File: config.mk
export PLATFORM = sky130hd
export DESIGN_NAME = priority_flow_control_engine
export DESIGN_NICKNAME = d
export VERILOG_FILES = /design/src/logic/pfc_engine_pkg.sv /design/src/logic/priority_flow_control_engine.sv
export SDC_FILE = /design/constraint.sdc
export NUM_CORES = 1
export LEC_CHECK = 0
export BUFFER_PORTS_ARGS = -buffer_cell sky130_fd_sc_hd__buf_2
export CORE_MARGIN = 4
export CORE_UTILIZATION = 50
export DETAILED_ROUTE_END_ITERATION = 8
export HOLD_SLACK_MARGIN = 0.1
export PLACE_DENSITY_LB_ADDON = 0.15
export SLEW_MARGIN = 30
export SYNTH_ARGS = -nofsm -noshare
export SYNTH_HDL_FRONTEND = slang
export SYNTH_SLANG_ARGS = --single-unit
File: constraint.sdc
create_clock -name ref_clk -period 4.1 [get_ports ref_clk]
set_clock_uncertainty 0.2 [all_clocks]
set_input_delay 0.615 -clock ref_clk [delete_from_list [all_inputs] [get_ports ref_clk]]
set_output_delay 0.615 -clock ref_clk [all_outputs]
set_load 0.01 [all_outputs]
File: src/logic/pfc_engine_pkg.sv
// Constants for the per-port priority flow control engine.
package pfc_engine_pkg;

  // ----------------------------------------------------------------
  // Register offsets (byte addresses)
  // ----------------------------------------------------------------
  localparam logic [7:0] CTRL_OFS = 8'h00;
  localparam logic [7:0] PRIO_ENA_OFS = 8'h04;
  localparam logic [7:0] PAUSE_QUANTA_OFS = 8'h08;
  localparam logic [7:0] MIN_REFRESH_OFS = 8'h0C;
  localparam logic [7:0] WATERMARK_OFS = 8'h10;
  localparam logic [7:0] STATUS_OFS = 8'h14;
  localparam logic [7:0] TX_PAUSE_FRAME_COUNT_OFS = 8'h18;
  localparam logic [7:0] RX_UNKNOWN_CNT_OFS = 8'h1C;

  // ----------------------------------------------------------------
  // Field positions
  // ----------------------------------------------------------------
  localparam int CTRL_TX_ENA_BIT = 0;
  localparam int CTRL_RX_ENA_BIT = 1;
  localparam int CTRL_TEN_GIG_BIT = 2;
  localparam int CTRL_SPEED_LSB = 4;
  localparam int STATUS_CONG_LSB = 0;
  localparam int STATUS_STOP_LSB = 8;

  // ----------------------------------------------------------------
  // Reset values
  // ----------------------------------------------------------------
  localparam logic [31:0] CTRL_RST = 32'h0000_0000;
  localparam logic [7:0] PRIO_ENA_RST = 8'hFF;
  localparam logic [15:0] PAUSE_QUANTA_RST = 16'hFFFF;
  localparam logic [15:0] MIN_REFRESH_RST = 16'h0010;
  localparam logic [11:0] WATERMARK_RST = 12'h800;

  // ----------------------------------------------------------------
  // Frame constants and widths
  // ----------------------------------------------------------------
  localparam int NUM_PRIO = 8;
  localparam int DEPTH_W = 12;
  localparam logic [15:0] PDU_PRIO_ENABLE_VEC = 16'h00FF;

  // ----------------------------------------------------------------
  // Link speed encodings and pause quantum durations
  // ----------------------------------------------------------------
  localparam logic [1:0] SPEED_10M = 2'h0;
  localparam logic [1:0] SPEED_100M = 2'h1;
  localparam logic [1:0] SPEED_1G = 2'h2;
  localparam logic [1:0] SPEED_10G = 2'h3;

  localparam longint CLK_PERIOD_PS = 25000;
  localparam longint QUANTUM_10M_PS = 51200000;
  localparam longint QUANTUM_100M_PS = 5120000;
  localparam longint QUANTUM_1G_PS = 512000;
  localparam longint QUANTUM_10G_PS = 51200;

  // A quantum is a longest pause, so cycle counts round down, never below one.
  localparam logic [11:0] Q10M_CYC = 12'(QUANTUM_10M_PS / CLK_PERIOD_PS - 1);
  localparam logic [11:0] Q100M_CYC = 12'(QUANTUM_100M_PS / CLK_PERIOD_PS - 1);
  localparam logic [11:0] Q1G_CYC = 12'(QUANTUM_1G_PS / CLK_PERIOD_PS - 1);
  localparam logic [11:0] Q10G_CYC = 12'(QUANTUM_10G_PS / CLK_PERIOD_PS - 1);

  // ----------------------------------------------------------------
  // Generation state machine
  // ----------------------------------------------------------------
  typedef enum logic [2:0] {
    GEN_IDLE = 3'b001,
    GEN_SEND = 3'b010,
    GEN_WAIT = 3'b100
  } gen_state_e;

endpackage

File: src/logic/priority_flow_control_engine.sv
// Per-port priority flow control engine with APB register access.
`timescale 1ns/1ps
// Function
// - Flow control works for every priority of the port.
// - Pause transmission and pause reaction have separate enables.
// - Queue use above its watermark raises congestion for that priority.
// - Congestion is held as an eight-bit vector per port.
// - Pause quanta and minimum refresh interval are per-port settings.
// - A newly congested priority triggers a pause frame.
// - At half the advertised time, still congested priorities get a refresh frame.
// - Newly congested priorities during the timer use the minimum refresh interval.
// - One refresh timer serves all priorities of the port.
// - Every frame carries priority enable vector 0x00FF.
// - Disabled priorities always carry pause time zero.
// - Each sent pause frame, link-level ones too, bumps the transmit counter.
// - Ten-gig ports keep pause statistics themselves; otherwise this block does.
// - Received pause frames load the time of each priority set in their enable vector into a counter.
// - Received pause counters count down at the link-speed quantum rate.
// - A stop is signalled for each priority with a nonzero pause count.
// - Stop indications are held and gate the matching egress queues.
// - Pause reaction in the queue side needs the receive enable bit of CTRL set.
// - Received pause frames count in the unknown-opcode counter.
module priority_flow_control_engine (
  input wire logic ref_clk,
  input wire logic rst_n,
  input wire logic psel,
  input wire logic penable,
  input wire logic pwrite,
  input wire logic [7:0] paddr,
  input wire logic [31:0] pwdata,
  output logic [31:0] prdata,
  output logic pready,
  output logic pslverr,
  input wire logic [95:0] queue_depth,
  output logic pdu_tx_req,
  output logic [15:0] pdu_prio_enable,
  output logic [127:0] pdu_pause_time,
  input wire logic pdu_tx_ack,
  input wire logic link_pause_sent,
  input wire logic rx_pfc_valid,
  input wire logic [7:0] rx_pfc_prio_enable,
  input wire logic [127:0] rx_pfc_time,
  input wire logic [7:0] egress_queue_ready,
  output logic [7:0] egress_queue_grant,
  output logic [7:0] queue_stop
);

  // ----------------------------------------------------------------
  // Register file
  // ----------------------------------------------------------------
  logic [31:0] ctrl_q;
  logic [7:0] prio_ena_q;
  logic [15:0] pause_quanta_q;
  logic [15:0] min_refresh_interval_q;
  logic [11:0] watermark_q;
  logic [31:0] tx_pause_frame_count_q;
  logic [31:0] rx_unknown_opcode_count_q;
  logic [7:0] queue_congestion_vector_q;
  logic [7:0] stop_q;
  logic access;
  logic wr_en;
  logic mapped;

  logic tx_ena;
  logic rx_ena;
  logic ten_gig;
  logic [1:0] speed;

  assign access = psel && penable && pready;
  assign wr_en = access && pwrite;
  assign tx_ena = ctrl_q[pfc_engine_pkg::CTRL_TX_ENA_BIT];
  assign rx_ena = ctrl_q[pfc_engine_pkg::CTRL_RX_ENA_BIT];
  assign ten_gig = ctrl_q[pfc_engine_pkg::CTRL_TEN_GIG_BIT];
  assign speed = ctrl_q[pfc_engine_pkg::CTRL_SPEED_LSB +: 2];

  always_comb begin
    unique case (paddr)
      pfc_engine_pkg::CTRL_OFS,
      pfc_engine_pkg::PRIO_ENA_OFS,
      pfc_engine_pkg::PAUSE_QUANTA_OFS,
      pfc_engine_pkg::MIN_REFRESH_OFS,
      pfc_engine_pkg::WATERMARK_OFS,
      pfc_engine_pkg::STATUS_OFS,
      pfc_engine_pkg::TX_PAUSE_FRAME_COUNT_OFS,
      pfc_engine_pkg::RX_UNKNOWN_CNT_OFS: mapped = 1'b1;
      default: mapped = 1'b0;
    endcase
  end

  // The slave answers in the second access cycle, so pready is a flop.
  always_ff @(posedge ref_clk) begin
    if (!rst_n) begin
      pready <= 1'b0;
    end else begin
      pready <= psel && penable && !pready;
    end
  end

  always_ff @(posedge ref_clk) begin
    if (!rst_n) begin
      ctrl_q <= pfc_engine_pkg::CTRL_RST;
      prio_ena_q <= pfc_engine_pkg::PRIO_ENA_RST;
      pause_quanta_q <= pfc_engine_pkg::PAUSE_QUANTA_RST;
      min_refresh_interval_q <= pfc_engine_pkg::MIN_REFRESH_RST;
      watermark_q <= pfc_engine_pkg::WATERMARK_RST;
    end else if (wr_en) begin
      unique case (paddr)
        pfc_engine_pkg::CTRL_OFS: begin
          ctrl_q <= {26'h0, pwdata[5:4], 1'b0, pwdata[2:0]};
        end
        pfc_engine_pkg::PRIO_ENA_OFS: prio_ena_q <= pwdata[7:0];
        pfc_engine_pkg::PAUSE_QUANTA_OFS: pause_quanta_q <= pwdata[15:0];
        pfc_engine_pkg::MIN_REFRESH_OFS: min_refresh_interval_q <= pwdata[15:0];
        pfc_engine_pkg::WATERMARK_OFS: watermark_q <= pwdata[11:0];
        default: begin
        end
      endcase
    end
  end

  always_ff @(posedge ref_clk) begin
    if (!rst_n) begin
      prdata <= 32'h0000_0000;
      pslverr <= 1'b0;
    end else begin
      prdata <= 32'h0000_0000;
      pslverr <= 1'b0;
      if (psel && penable && !pready) begin
        pslverr <= !mapped;
        unique case (paddr)
          pfc_engine_pkg::CTRL_OFS: prdata <= ctrl_q;
          pfc_engine_pkg::PRIO_ENA_OFS: prdata <= {24'h00_0000, prio_ena_q};
          pfc_engine_pkg::PAUSE_QUANTA_OFS: prdata <= {16'h0000, pause_quanta_q};
          pfc_engine_pkg::MIN_REFRESH_OFS: prdata <= {16'h0000, min_refresh_interval_q};
          pfc_engine_pkg::WATERMARK_OFS: prdata <= {20'h0_0000, watermark_q};
          pfc_engine_pkg::STATUS_OFS: begin
            prdata <= {16'h0000, stop_q, queue_congestion_vector_q};
          end
          pfc_engine_pkg::TX_PAUSE_FRAME_COUNT_OFS: prdata <= tx_pause_frame_count_q;
          pfc_engine_pkg::RX_UNKNOWN_CNT_OFS: prdata <= rx_unknown_opcode_count_q;
          default: prdata <= 32'h0000_0000;
        endcase
      end
    end
  end

  // ----------------------------------------------------------------
  // Pause quantum tick
  // ----------------------------------------------------------------
  logic [11:0] tick_cnt_q;
  logic [11:0] tick_max;
  logic tick_q;

  always_comb begin
    unique case (speed)
      pfc_engine_pkg::SPEED_10M: tick_max = pfc_engine_pkg::Q10M_CYC;
      pfc_engine_pkg::SPEED_100M: tick_max = pfc_engine_pkg::Q100M_CYC;
      pfc_engine_pkg::SPEED_1G: tick_max = pfc_engine_pkg::Q1G_CYC;
      pfc_engine_pkg::SPEED_10G: tick_max = pfc_engine_pkg::Q10G_CYC;
    endcase
  end

  always_ff @(posedge ref_clk) begin
    if (!rst_n) begin
      tick_cnt_q <= 12'h000;
      tick_q <= 1'b0;
    end else if (tick_cnt_q >= tick_max) begin
      tick_cnt_q <= 12'h000;
      tick_q <= 1'b1;
    end else begin
      tick_cnt_q <= tick_cnt_q + 12'h001;
      tick_q <= 1'b0;
    end
  end

  // ----------------------------------------------------------------
  // Congestion tracking
  // ----------------------------------------------------------------
  logic [7:0] over_mark;

  generate
    for (genvar p = 0; p < pfc_engine_pkg::NUM_PRIO; p++) begin : g_mark
      assign over_mark[p] = queue_depth[p*pfc_engine_pkg::DEPTH_W +: pfc_engine_pkg::DEPTH_W]
                            > watermark_q;
    end
  endgenerate

  always_ff @(posedge ref_clk) begin
    if (!rst_n) begin
      queue_congestion_vector_q <= 8'h00;
    end else begin
      queue_congestion_vector_q <= over_mark;
    end
  end

  // ----------------------------------------------------------------
  // Pause frame generation
  // ----------------------------------------------------------------
  pfc_engine_pkg::gen_state_e gen_state_q;
  logic [16:0] elapsed_q;
  logic [7:0] sent_mask_q;
  logic [7:0] pdu_mask_q;
  logic [7:0] active_cong;
  logic new_cong;
  logic half_due;
  logic min_due;

  assign active_cong = queue_congestion_vector_q & prio_ena_q;
  assign new_cong = |(active_cong & ~sent_mask_q);
  assign half_due = elapsed_q >= {2'b00, pause_quanta_q[15:1]};
  assign min_due = elapsed_q >= {1'b0, min_refresh_interval_q};

  always_ff @(posedge ref_clk) begin
    if (!rst_n) begin
      gen_state_q <= pfc_engine_pkg::GEN_IDLE;
      elapsed_q <= 17'h0_0000;
      sent_mask_q <= 8'h00;
      pdu_tx_req <= 1'b0;
    end else begin
      unique case (gen_state_q)
        pfc_engine_pkg::GEN_IDLE: begin
          if (tx_ena && |active_cong) begin
            gen_state_q <= pfc_engine_pkg::GEN_SEND;
            pdu_tx_req <= 1'b1;
          end
        end
        pfc_engine_pkg::GEN_SEND: begin
          if (pdu_tx_ack) begin
            gen_state_q <= pfc_engine_pkg::GEN_WAIT;
            pdu_tx_req <= 1'b0;
            elapsed_q <= 17'h0_0000;
            sent_mask_q <= pdu_mask_q;
          end
        end
        pfc_engine_pkg::GEN_WAIT: begin
          if (tick_q) begin
            elapsed_q <= elapsed_q + 17'h0_0001;
          end
          if (!tx_ena || !(|active_cong)) begin
            gen_state_q <= pfc_engine_pkg::GEN_IDLE;
            sent_mask_q <= 8'h00;
          end else if (half_due || (new_cong && min_due)) begin
            gen_state_q <= pfc_engine_pkg::GEN_SEND;
            pdu_tx_req <= 1'b1;
          end
        end
        default: begin
          gen_state_q <= pfc_engine_pkg::GEN_IDLE;
          pdu_tx_req <= 1'b0;
        end
      endcase
    end
  end

  // Frame contents are frozen while the request is pending.
  always_ff @(posedge ref_clk) begin
    if (!rst_n) begin
      pdu_mask_q <= 8'h00;
      pdu_pause_time <= 128'h0;
      pdu_prio_enable <= 16'h0000;
    end else if (!pdu_tx_req) begin
      pdu_mask_q <= active_cong;
      pdu_prio_enable <= pfc_engine_pkg::PDU_PRIO_ENABLE_VEC;
      for (int p = 0; p < pfc_engine_pkg::NUM_PRIO; p++) begin
        pdu_pause_time[p*16 +: 16] <= active_cong[p] ? pause_quanta_q : 16'h0000;
      end
    end
  end

  // ----------------------------------------------------------------
  // Statistics
  // ----------------------------------------------------------------
  always_ff @(posedge ref_clk) begin
    if (!rst_n) begin
      tx_pause_frame_count_q <= 32'h0000_0000;
    end else if (!ten_gig) begin
      tx_pause_frame_count_q <= tx_pause_frame_count_q
                                + {31'h0, pdu_tx_ack && pdu_tx_req}
                                + {31'h0, link_pause_sent};
    end
  end

  always_ff @(posedge ref_clk) begin
    if (!rst_n) begin
      rx_unknown_opcode_count_q <= 32'h0000_0000;
    end else if (!ten_gig && rx_pfc_valid) begin
      rx_unknown_opcode_count_q <= rx_unknown_opcode_count_q + 32'h0000_0001;
    end
  end

  // ----------------------------------------------------------------
  // Pause reception
  // ----------------------------------------------------------------
  logic [7:0] stop_d;

  generate
    for (genvar p = 0; p < pfc_engine_pkg::NUM_PRIO; p++) begin : g_rx
      logic [15:0] remain_q;

      always_ff @(posedge ref_clk) begin
        if (!rst_n) begin
          remain_q <= 16'h0000;
        end else if (rx_ena && rx_pfc_valid && rx_pfc_prio_enable[p]) begin
          remain_q <= rx_pfc_time[p*16 +: 16];
        end else if (tick_q && remain_q != 16'h0000) begin
          remain_q <= remain_q - 16'h0001;
        end
      end

      assign stop_d[p] = remain_q != 16'h0000;
    end
  endgenerate

  always_ff @(posedge ref_clk) begin
    if (!rst_n) begin
      stop_q <= 8'h00;
      queue_stop <= 8'h00;
      egress_queue_grant <= 8'h00;
    end else begin
      stop_q <= stop_d;
      queue_stop <= stop_d;
      egress_queue_grant <= egress_queue_ready & ~stop_d;
    end
  end

endmodule

After elaboration in Yosys (flattened, before gate mapping)
Memory sizes are Yosys's and may differ from the RTL's.
Cells that the tools add are included.

cells by class
  $lt $le $gt $ge = 11
  muxes and demuxes = 44
  reduce and logical (&&, ||, !) cells = 65
  bitwise operators = 6
  add/subtract/negate cells = 13
  equal/unequal tests = 20

operators with widths
  operator               count
  $mux 16                24
  $pmux 32 s8            1
  $reduce_bool 16->1     8
  $sub 16x1->16 const B  8
  $gt 12x12->1           8
  $add 32x1->32          2
  $pmux 12 s4            1
  $mux 17                2
  $pmux 17 s2            1
  $add 32x1->32 const B  1
  $eq 8x5->1 const B     4
  $logic_and 1x1->1      25
  $and 8x8->8            3
  $reduce_bool 2->1      9
  $add 17x1->17 const B  1
  $ge 17x15->1           1
  $ge 17x16->1           1
  $eq 8x4->1 const B     2
  $mux 8                 2
  $not 8->8              2
  $pmux 8 s2             1
  $reduce_or 8->1        2
  $add 12x1->12 const B  1
  $ge 12x12->1           1
  other kinds (22)       48

word-level totals
  flip-flop bits (word level) = 486
  memories kept = 1
  word-level logic and storage cells = 190
  memory bits (read-only) = 32

memories
  name             depth  width  rd ports  clocked after Yosys merged registers in  wr ports  RTL line                            text
  (no name shown)  32     1      1         0                                        0         priority_flow_control_engine.sv:77  unique case (paddr)

Depth between registers and ports, before layout
  word-level depth = 8
  depth in mapped cells = 12

Least setup slack after synthesis
Ideal clock, no wire load.

  kind = register -> register
  start = register pdu_tx_req
  end = register tx_pause_frame_count_q[31]
  slack = 1.023 ns
  required time = 3.772 ns
  cell stages (with the launch flop) = 13
  arrival time = 2.750 ns
  cell sequence = dfxtp_1 -> clkbuf_1 -> buf_1 -> nand2_1 -> fa_1 -> and4bb_1 -> and2_1 -> clkbuf_1 -> nand4_1 -> clkbuf_1 -> nor4_1 -> xnor2_1 -> nor2_1

between the ends
  longest elaborated chain between the ends = 3

ends and longest elaborated chain
  what                    RTL line                             text
  start, declared         priority_flow_control_engine.sv:35   output logic pdu_tx_req,
  start signal, assigned  priority_flow_control_engine.sv:218  pdu_tx_req <= 1'b0;
  start signal, assigned  priority_flow_control_engine.sv:224  pdu_tx_req <= 1'b1;
  start signal, assigned  priority_flow_control_engine.sv:230  pdu_tx_req <= 1'b0;
  $logic_and 1x1->1       priority_flow_control_engine.sv:278  + {31'h0, pdu_tx_ack && pdu_tx_req}
  $add 32x1->32           priority_flow_control_engine.sv:278
  $add 32x1->32           priority_flow_control_engine.sv:279  + {31'h0, link_pause_sent};
  end signal, assigned    priority_flow_control_engine.sv:277  tx_pause_frame_count_q <= tx_pause_frame_count_q
  end, declared           priority_flow_control_engine.sv:56   logic [31:0] tx_pause_frame_count_q;

No other way between the ends.
A chain may end at the register's enable or synchronous reset.

Worst setup path after layout
  start = input port penable
  end = register prdata[7]

between the ends
  longest elaborated chain between the ends = 3

ends and longest elaborated chain
  what                               RTL line                             text
  start, declared                    priority_flow_control_engine.sv:27   input wire logic penable,
  $logic_and 1x1->1 (2 in a row)     priority_flow_control_engine.sv:128  if (psel && penable && !pready) begin
  $reduce_and 2->1 (no source line)  --
  end signal, assigned               priority_flow_control_engine.sv:131  pfc_engine_pkg::CTRL_OFS: prdata <= ctrl_q;
  end signal, assigned               priority_flow_control_engine.sv:132  pfc_engine_pkg::PRIO_ENA_OFS: prdata <= {24'h00_0000, prio_ena_q};
  end signal, assigned               priority_flow_control_engine.sv:133  pfc_engine_pkg::PAUSE_QUANTA_OFS: prdata <= {16'h0000, pause_quanta_q};
  end, declared                      priority_flow_control_engine.sv:31   output logic [31:0] prdata,

No other way between the ends.

==> metrics.md <==
| Metric | Value |
|---|---|
| Power per cell area | 359 nW/µm² |
| H-tree levels | 2 |
| CP peak stage delay | 0.56 ns |
| Drt drc | 0 |
| Final setup fails | 0 |
| Post-CTS Setup Bufs | 0 |
| CTS tree | yes |
| Levels on crit path | 8 |
| Final hold violations | 0 |
| Synth warn | 0 |
| Mapped Cells | 2709 |
| Core area | 46500 µm² |
| TNS Setup | 0 ns |
| Leak Pwr | 0.0119 µW |
| Total length of routed wires | 72.9 mm |
| Max frequency | 0.333 GHz |
| # Max-Cap Violations | 0 |
| Num CTS Buffers | 52 |
| Reg2reg end | tx_pause_frame_count_q[31] |
| Largest net degree at the start of global routing | 98 |
| Layout net count | 3608 |
| # clock sinks | 486 |
| Slowest-stage cell, CP | dlygate4sd3_1 |
| Die H | 224 µm |
| Synthesized area | 23400 µm² |
| CP arrival | 3.29 ns |
| Vias | 22.1k |
| Num rows | 79 |
| Startpoint Class | primary input |
| CP bufs+invs | 4 |
| Total global-route track usage | 0.274 |
| Area of the multi-input gates | 12700 µm² |
| Root Driver | clkbuf_16 |
| Worst Setup SP | penable |
| Die Area | 50400 µm² |
| Initial antenna violation count | 7 |
| Main area contributors after synthesis | dfxtp_1, ha_1, nor2_1, a22oi_1, a21oi_1 |
| Share of cells above drive strength 1 | 0.189 |
| Worst setup path end | prdata[7] |
| 1st-iter DRT viols | 1811 |
| Synth-to-Final Area Change | 22.3% |
| Number of global-route vias before repair | 21.1k |
| Flop2flop setup slack | 1.30 ns |
| # port buffers | 458 |
| Syn Area/Cell | 8.65 µm² |
| Least-Margin Pin Slew | 0.959 ns |
| Drt pass-1 iters | 6 |
| Share of synthesized registers carrying an async set or reset | 0 |
| RSZ-0062 raised after global routing | false |
| Fin. max-slew vios | 0 |
| Run status | complete, no violations |
| # resized after CTS | 0 |
| DP HPWL | 52.1 mm |
| Final Cycle Share | 0.733 |
| Starting density of the core | 0.504 |
| Number of flops mapped to enable cells by yosys | 0 |
| Final Wtd Congestion | 0.916 |
| Relative slew margins | 0.355 |
| Cell with the most instances after synthesis | dfxtp_1 |
| Tmin final | 3.00 ns |
| Worst VDD drop | 0.317 mV |
| FF+latch area | 9730 µm² |
| Ys flop type | dfxtp_1 |
| CP Max Fanout | 17 |
| Drt via density | 5.79 |
| Chip Width | 224 µm |
| Fillers | 4060 |
| CP delay by family, top | buffers and inverters |
| CP Class | primary input to register |
| #FFs+latches synth | 486 |
| Synth top cells by count | dfxtp_1, nor2_1, a21oi_1 |
| Worst skew pair latency | 0.61 ns |
| Gr ovfl total | 0 |
| Final ANT Viol Nets | 0 |
| Post-synth top area cell | dfxtp_1 |
| I/O pins | 483 |
| Worst r2r src | pdu_tx_req |
| Hold buffers post-CTS | 92 |
| Worst setup EP type | register |
| Worst min path class | primary input to register |
| WL/cell | 19.1 µm |
| First-pass GRT wire length | 112 mm |
| Crit path cell chain | dlygate4sd3_1 > buf_2 > nand2_1 > dlygate4sd3_1 > nor3_1 > nand2_1 > buf_4 > a31oi_1 |
| Required @ worst endpoint | 4.39 ns |
| Cell variety after synth | 80 |
| Worst reg2reg path depth | 8 |
| Area fraction of the dominant cell type after synthesis | 0.415 |
| Longest Clk Path Bufs | 3 |
| Hold WS | 0.114 ns |
| Sequential area share after synthesis | 0.415 |
| Clk pin slew, worst setup/hold paths | 0.06 ns |
==> worst register-to-register path, delay by kind of cell (launching register included) <==
family                     cells  cell delay (ns)
xor gates and xnor gates       1             0.16
and+or+nand+nor                6             1.57
adders and majority gates      1             0.41
DFF                            1             0.34
==> per-stage QoR <==
step / cell area (µm²) / power [µW] / util / setup slack [ns] / cells
2_1_floorplan: 23500 / 5260 / - / 1.02 / 2716
3_3_place_gp: 25900 / 5540 / 0.559 / 0.776 / 3630
3_5_place_dp: 26000 / 5570 / 0.560 / 0.694 / 3631
4_1_cts: 28600 / 10300 / 0.616 / 1.17 / 3815
5_1_grt: 28700 / 10600 / 0.617 / 0.974 / 3820
6_report: 28700 / 10300 / 0.617 / 1.10 / 3820
==> power breakdown <==
group	total (µW)	switching [µW]	internal, µW
logic	706	381	325
registers	4840	43.3	4790
clock network	4740	1970	2770
total	10300	2400	7890
==> flip-flops by register name, summed over array words and instances (netlist names), 3 cells and up <==
register,flops
elapsed_q,17
pdu_pause_time,128
rx_unknown_opcode_count_q,32
ctrl_q,5
pdu_mask_q,8
prio_ena_q,8
egress_queue_grant,8
g_rx.remain_q,128
queue_congestion_vector_q,8
tick_cnt_q,12
min_refresh_interval_q,16
watermark_q,12
stop_q,8
pause_quanta_q,16
tx_pause_frame_count_q,32
sent_mask_q,8
gen_state_q,3
prdata,32
==> how the worst min path moves through the flow <==
stage / from / to / slack (ns) / cells after the start
after floorplan: tick_cnt_q[0] / tick_cnt_q[0] / 0.24 / 1
after global placement: pdu_mask_q[5] / sent_mask_q[5] / 0.25 / 1
after detailed placement: pdu_mask_q[5] / sent_mask_q[5] / 0.25 / 1
after CTS: rx_pfc_time[57] / g_rx[3].remain_q[9] / 0.10 / 3
after global routing: rx_pfc_prio_enable[6] / g_rx[6].remain_q[1] / 0.11 / 3
final: pwdata[4] / prio_ena_q[4] / 0.11 / 3
==> placed cells by master, fill, tap and decap left out, drive strengths merged, types with 18 or more instances in the layout <==
master / n
mux2i: 30
nand3: 51
nor3: 66
dlygate4sd3: 92
buf: 478
a211oi: 26
a21o: 33
nor4: 37
o21ai: 148
nor2: 364
nor2b: 20
or3: 36
a21oi: 202
clkbuf: 78
dfxtp: 486
nand2b: 18
inv: 95
a22oi: 170
xnor2: 104
a31oi: 20
and3: 19
xor2: 67
ha: 149
nand2: 164
nand4: 50
o211ai: 26
==> layout make-up <==
type,instances,share of cell area
multi-input cells,1965,0.442
flip-flops and latches,486,0.340
repair buffers,570,0.118
clock buffers,78,0.0520
well taps,607,0.0265
inverters,95,0.0127
clock inverters,14,0.00816
diodes,5,0.000437
==> cells by family (layout without fill, tap and decap cells) <==
group,Yosys count,after routing,synth area share
adder cells (fa/ha/maj),150,150,0.0804
multiplexers,30,30,0.0128
other,1,13,0.000160
buffers and inverters,265,757,0.0459
flip-flops,486,486,0.415
AO/OA/AOI/OAI,693,693,0.189
XOR/XNOR,171,171,0.0639
AND/OR/NAND/NOR,913,913,0.193
==> routing by layer <==
metal,up-vias,global-route usage,share of wire
met5,-,0,0.00027
met4,2,0.102,0.036
met3,154,0.0415,0.068
met2,822,0.457,0.47
met1,10570,0.361,0.42
li1,10579,-,-
Note: power is estimated with default switching activity, not from simulation.
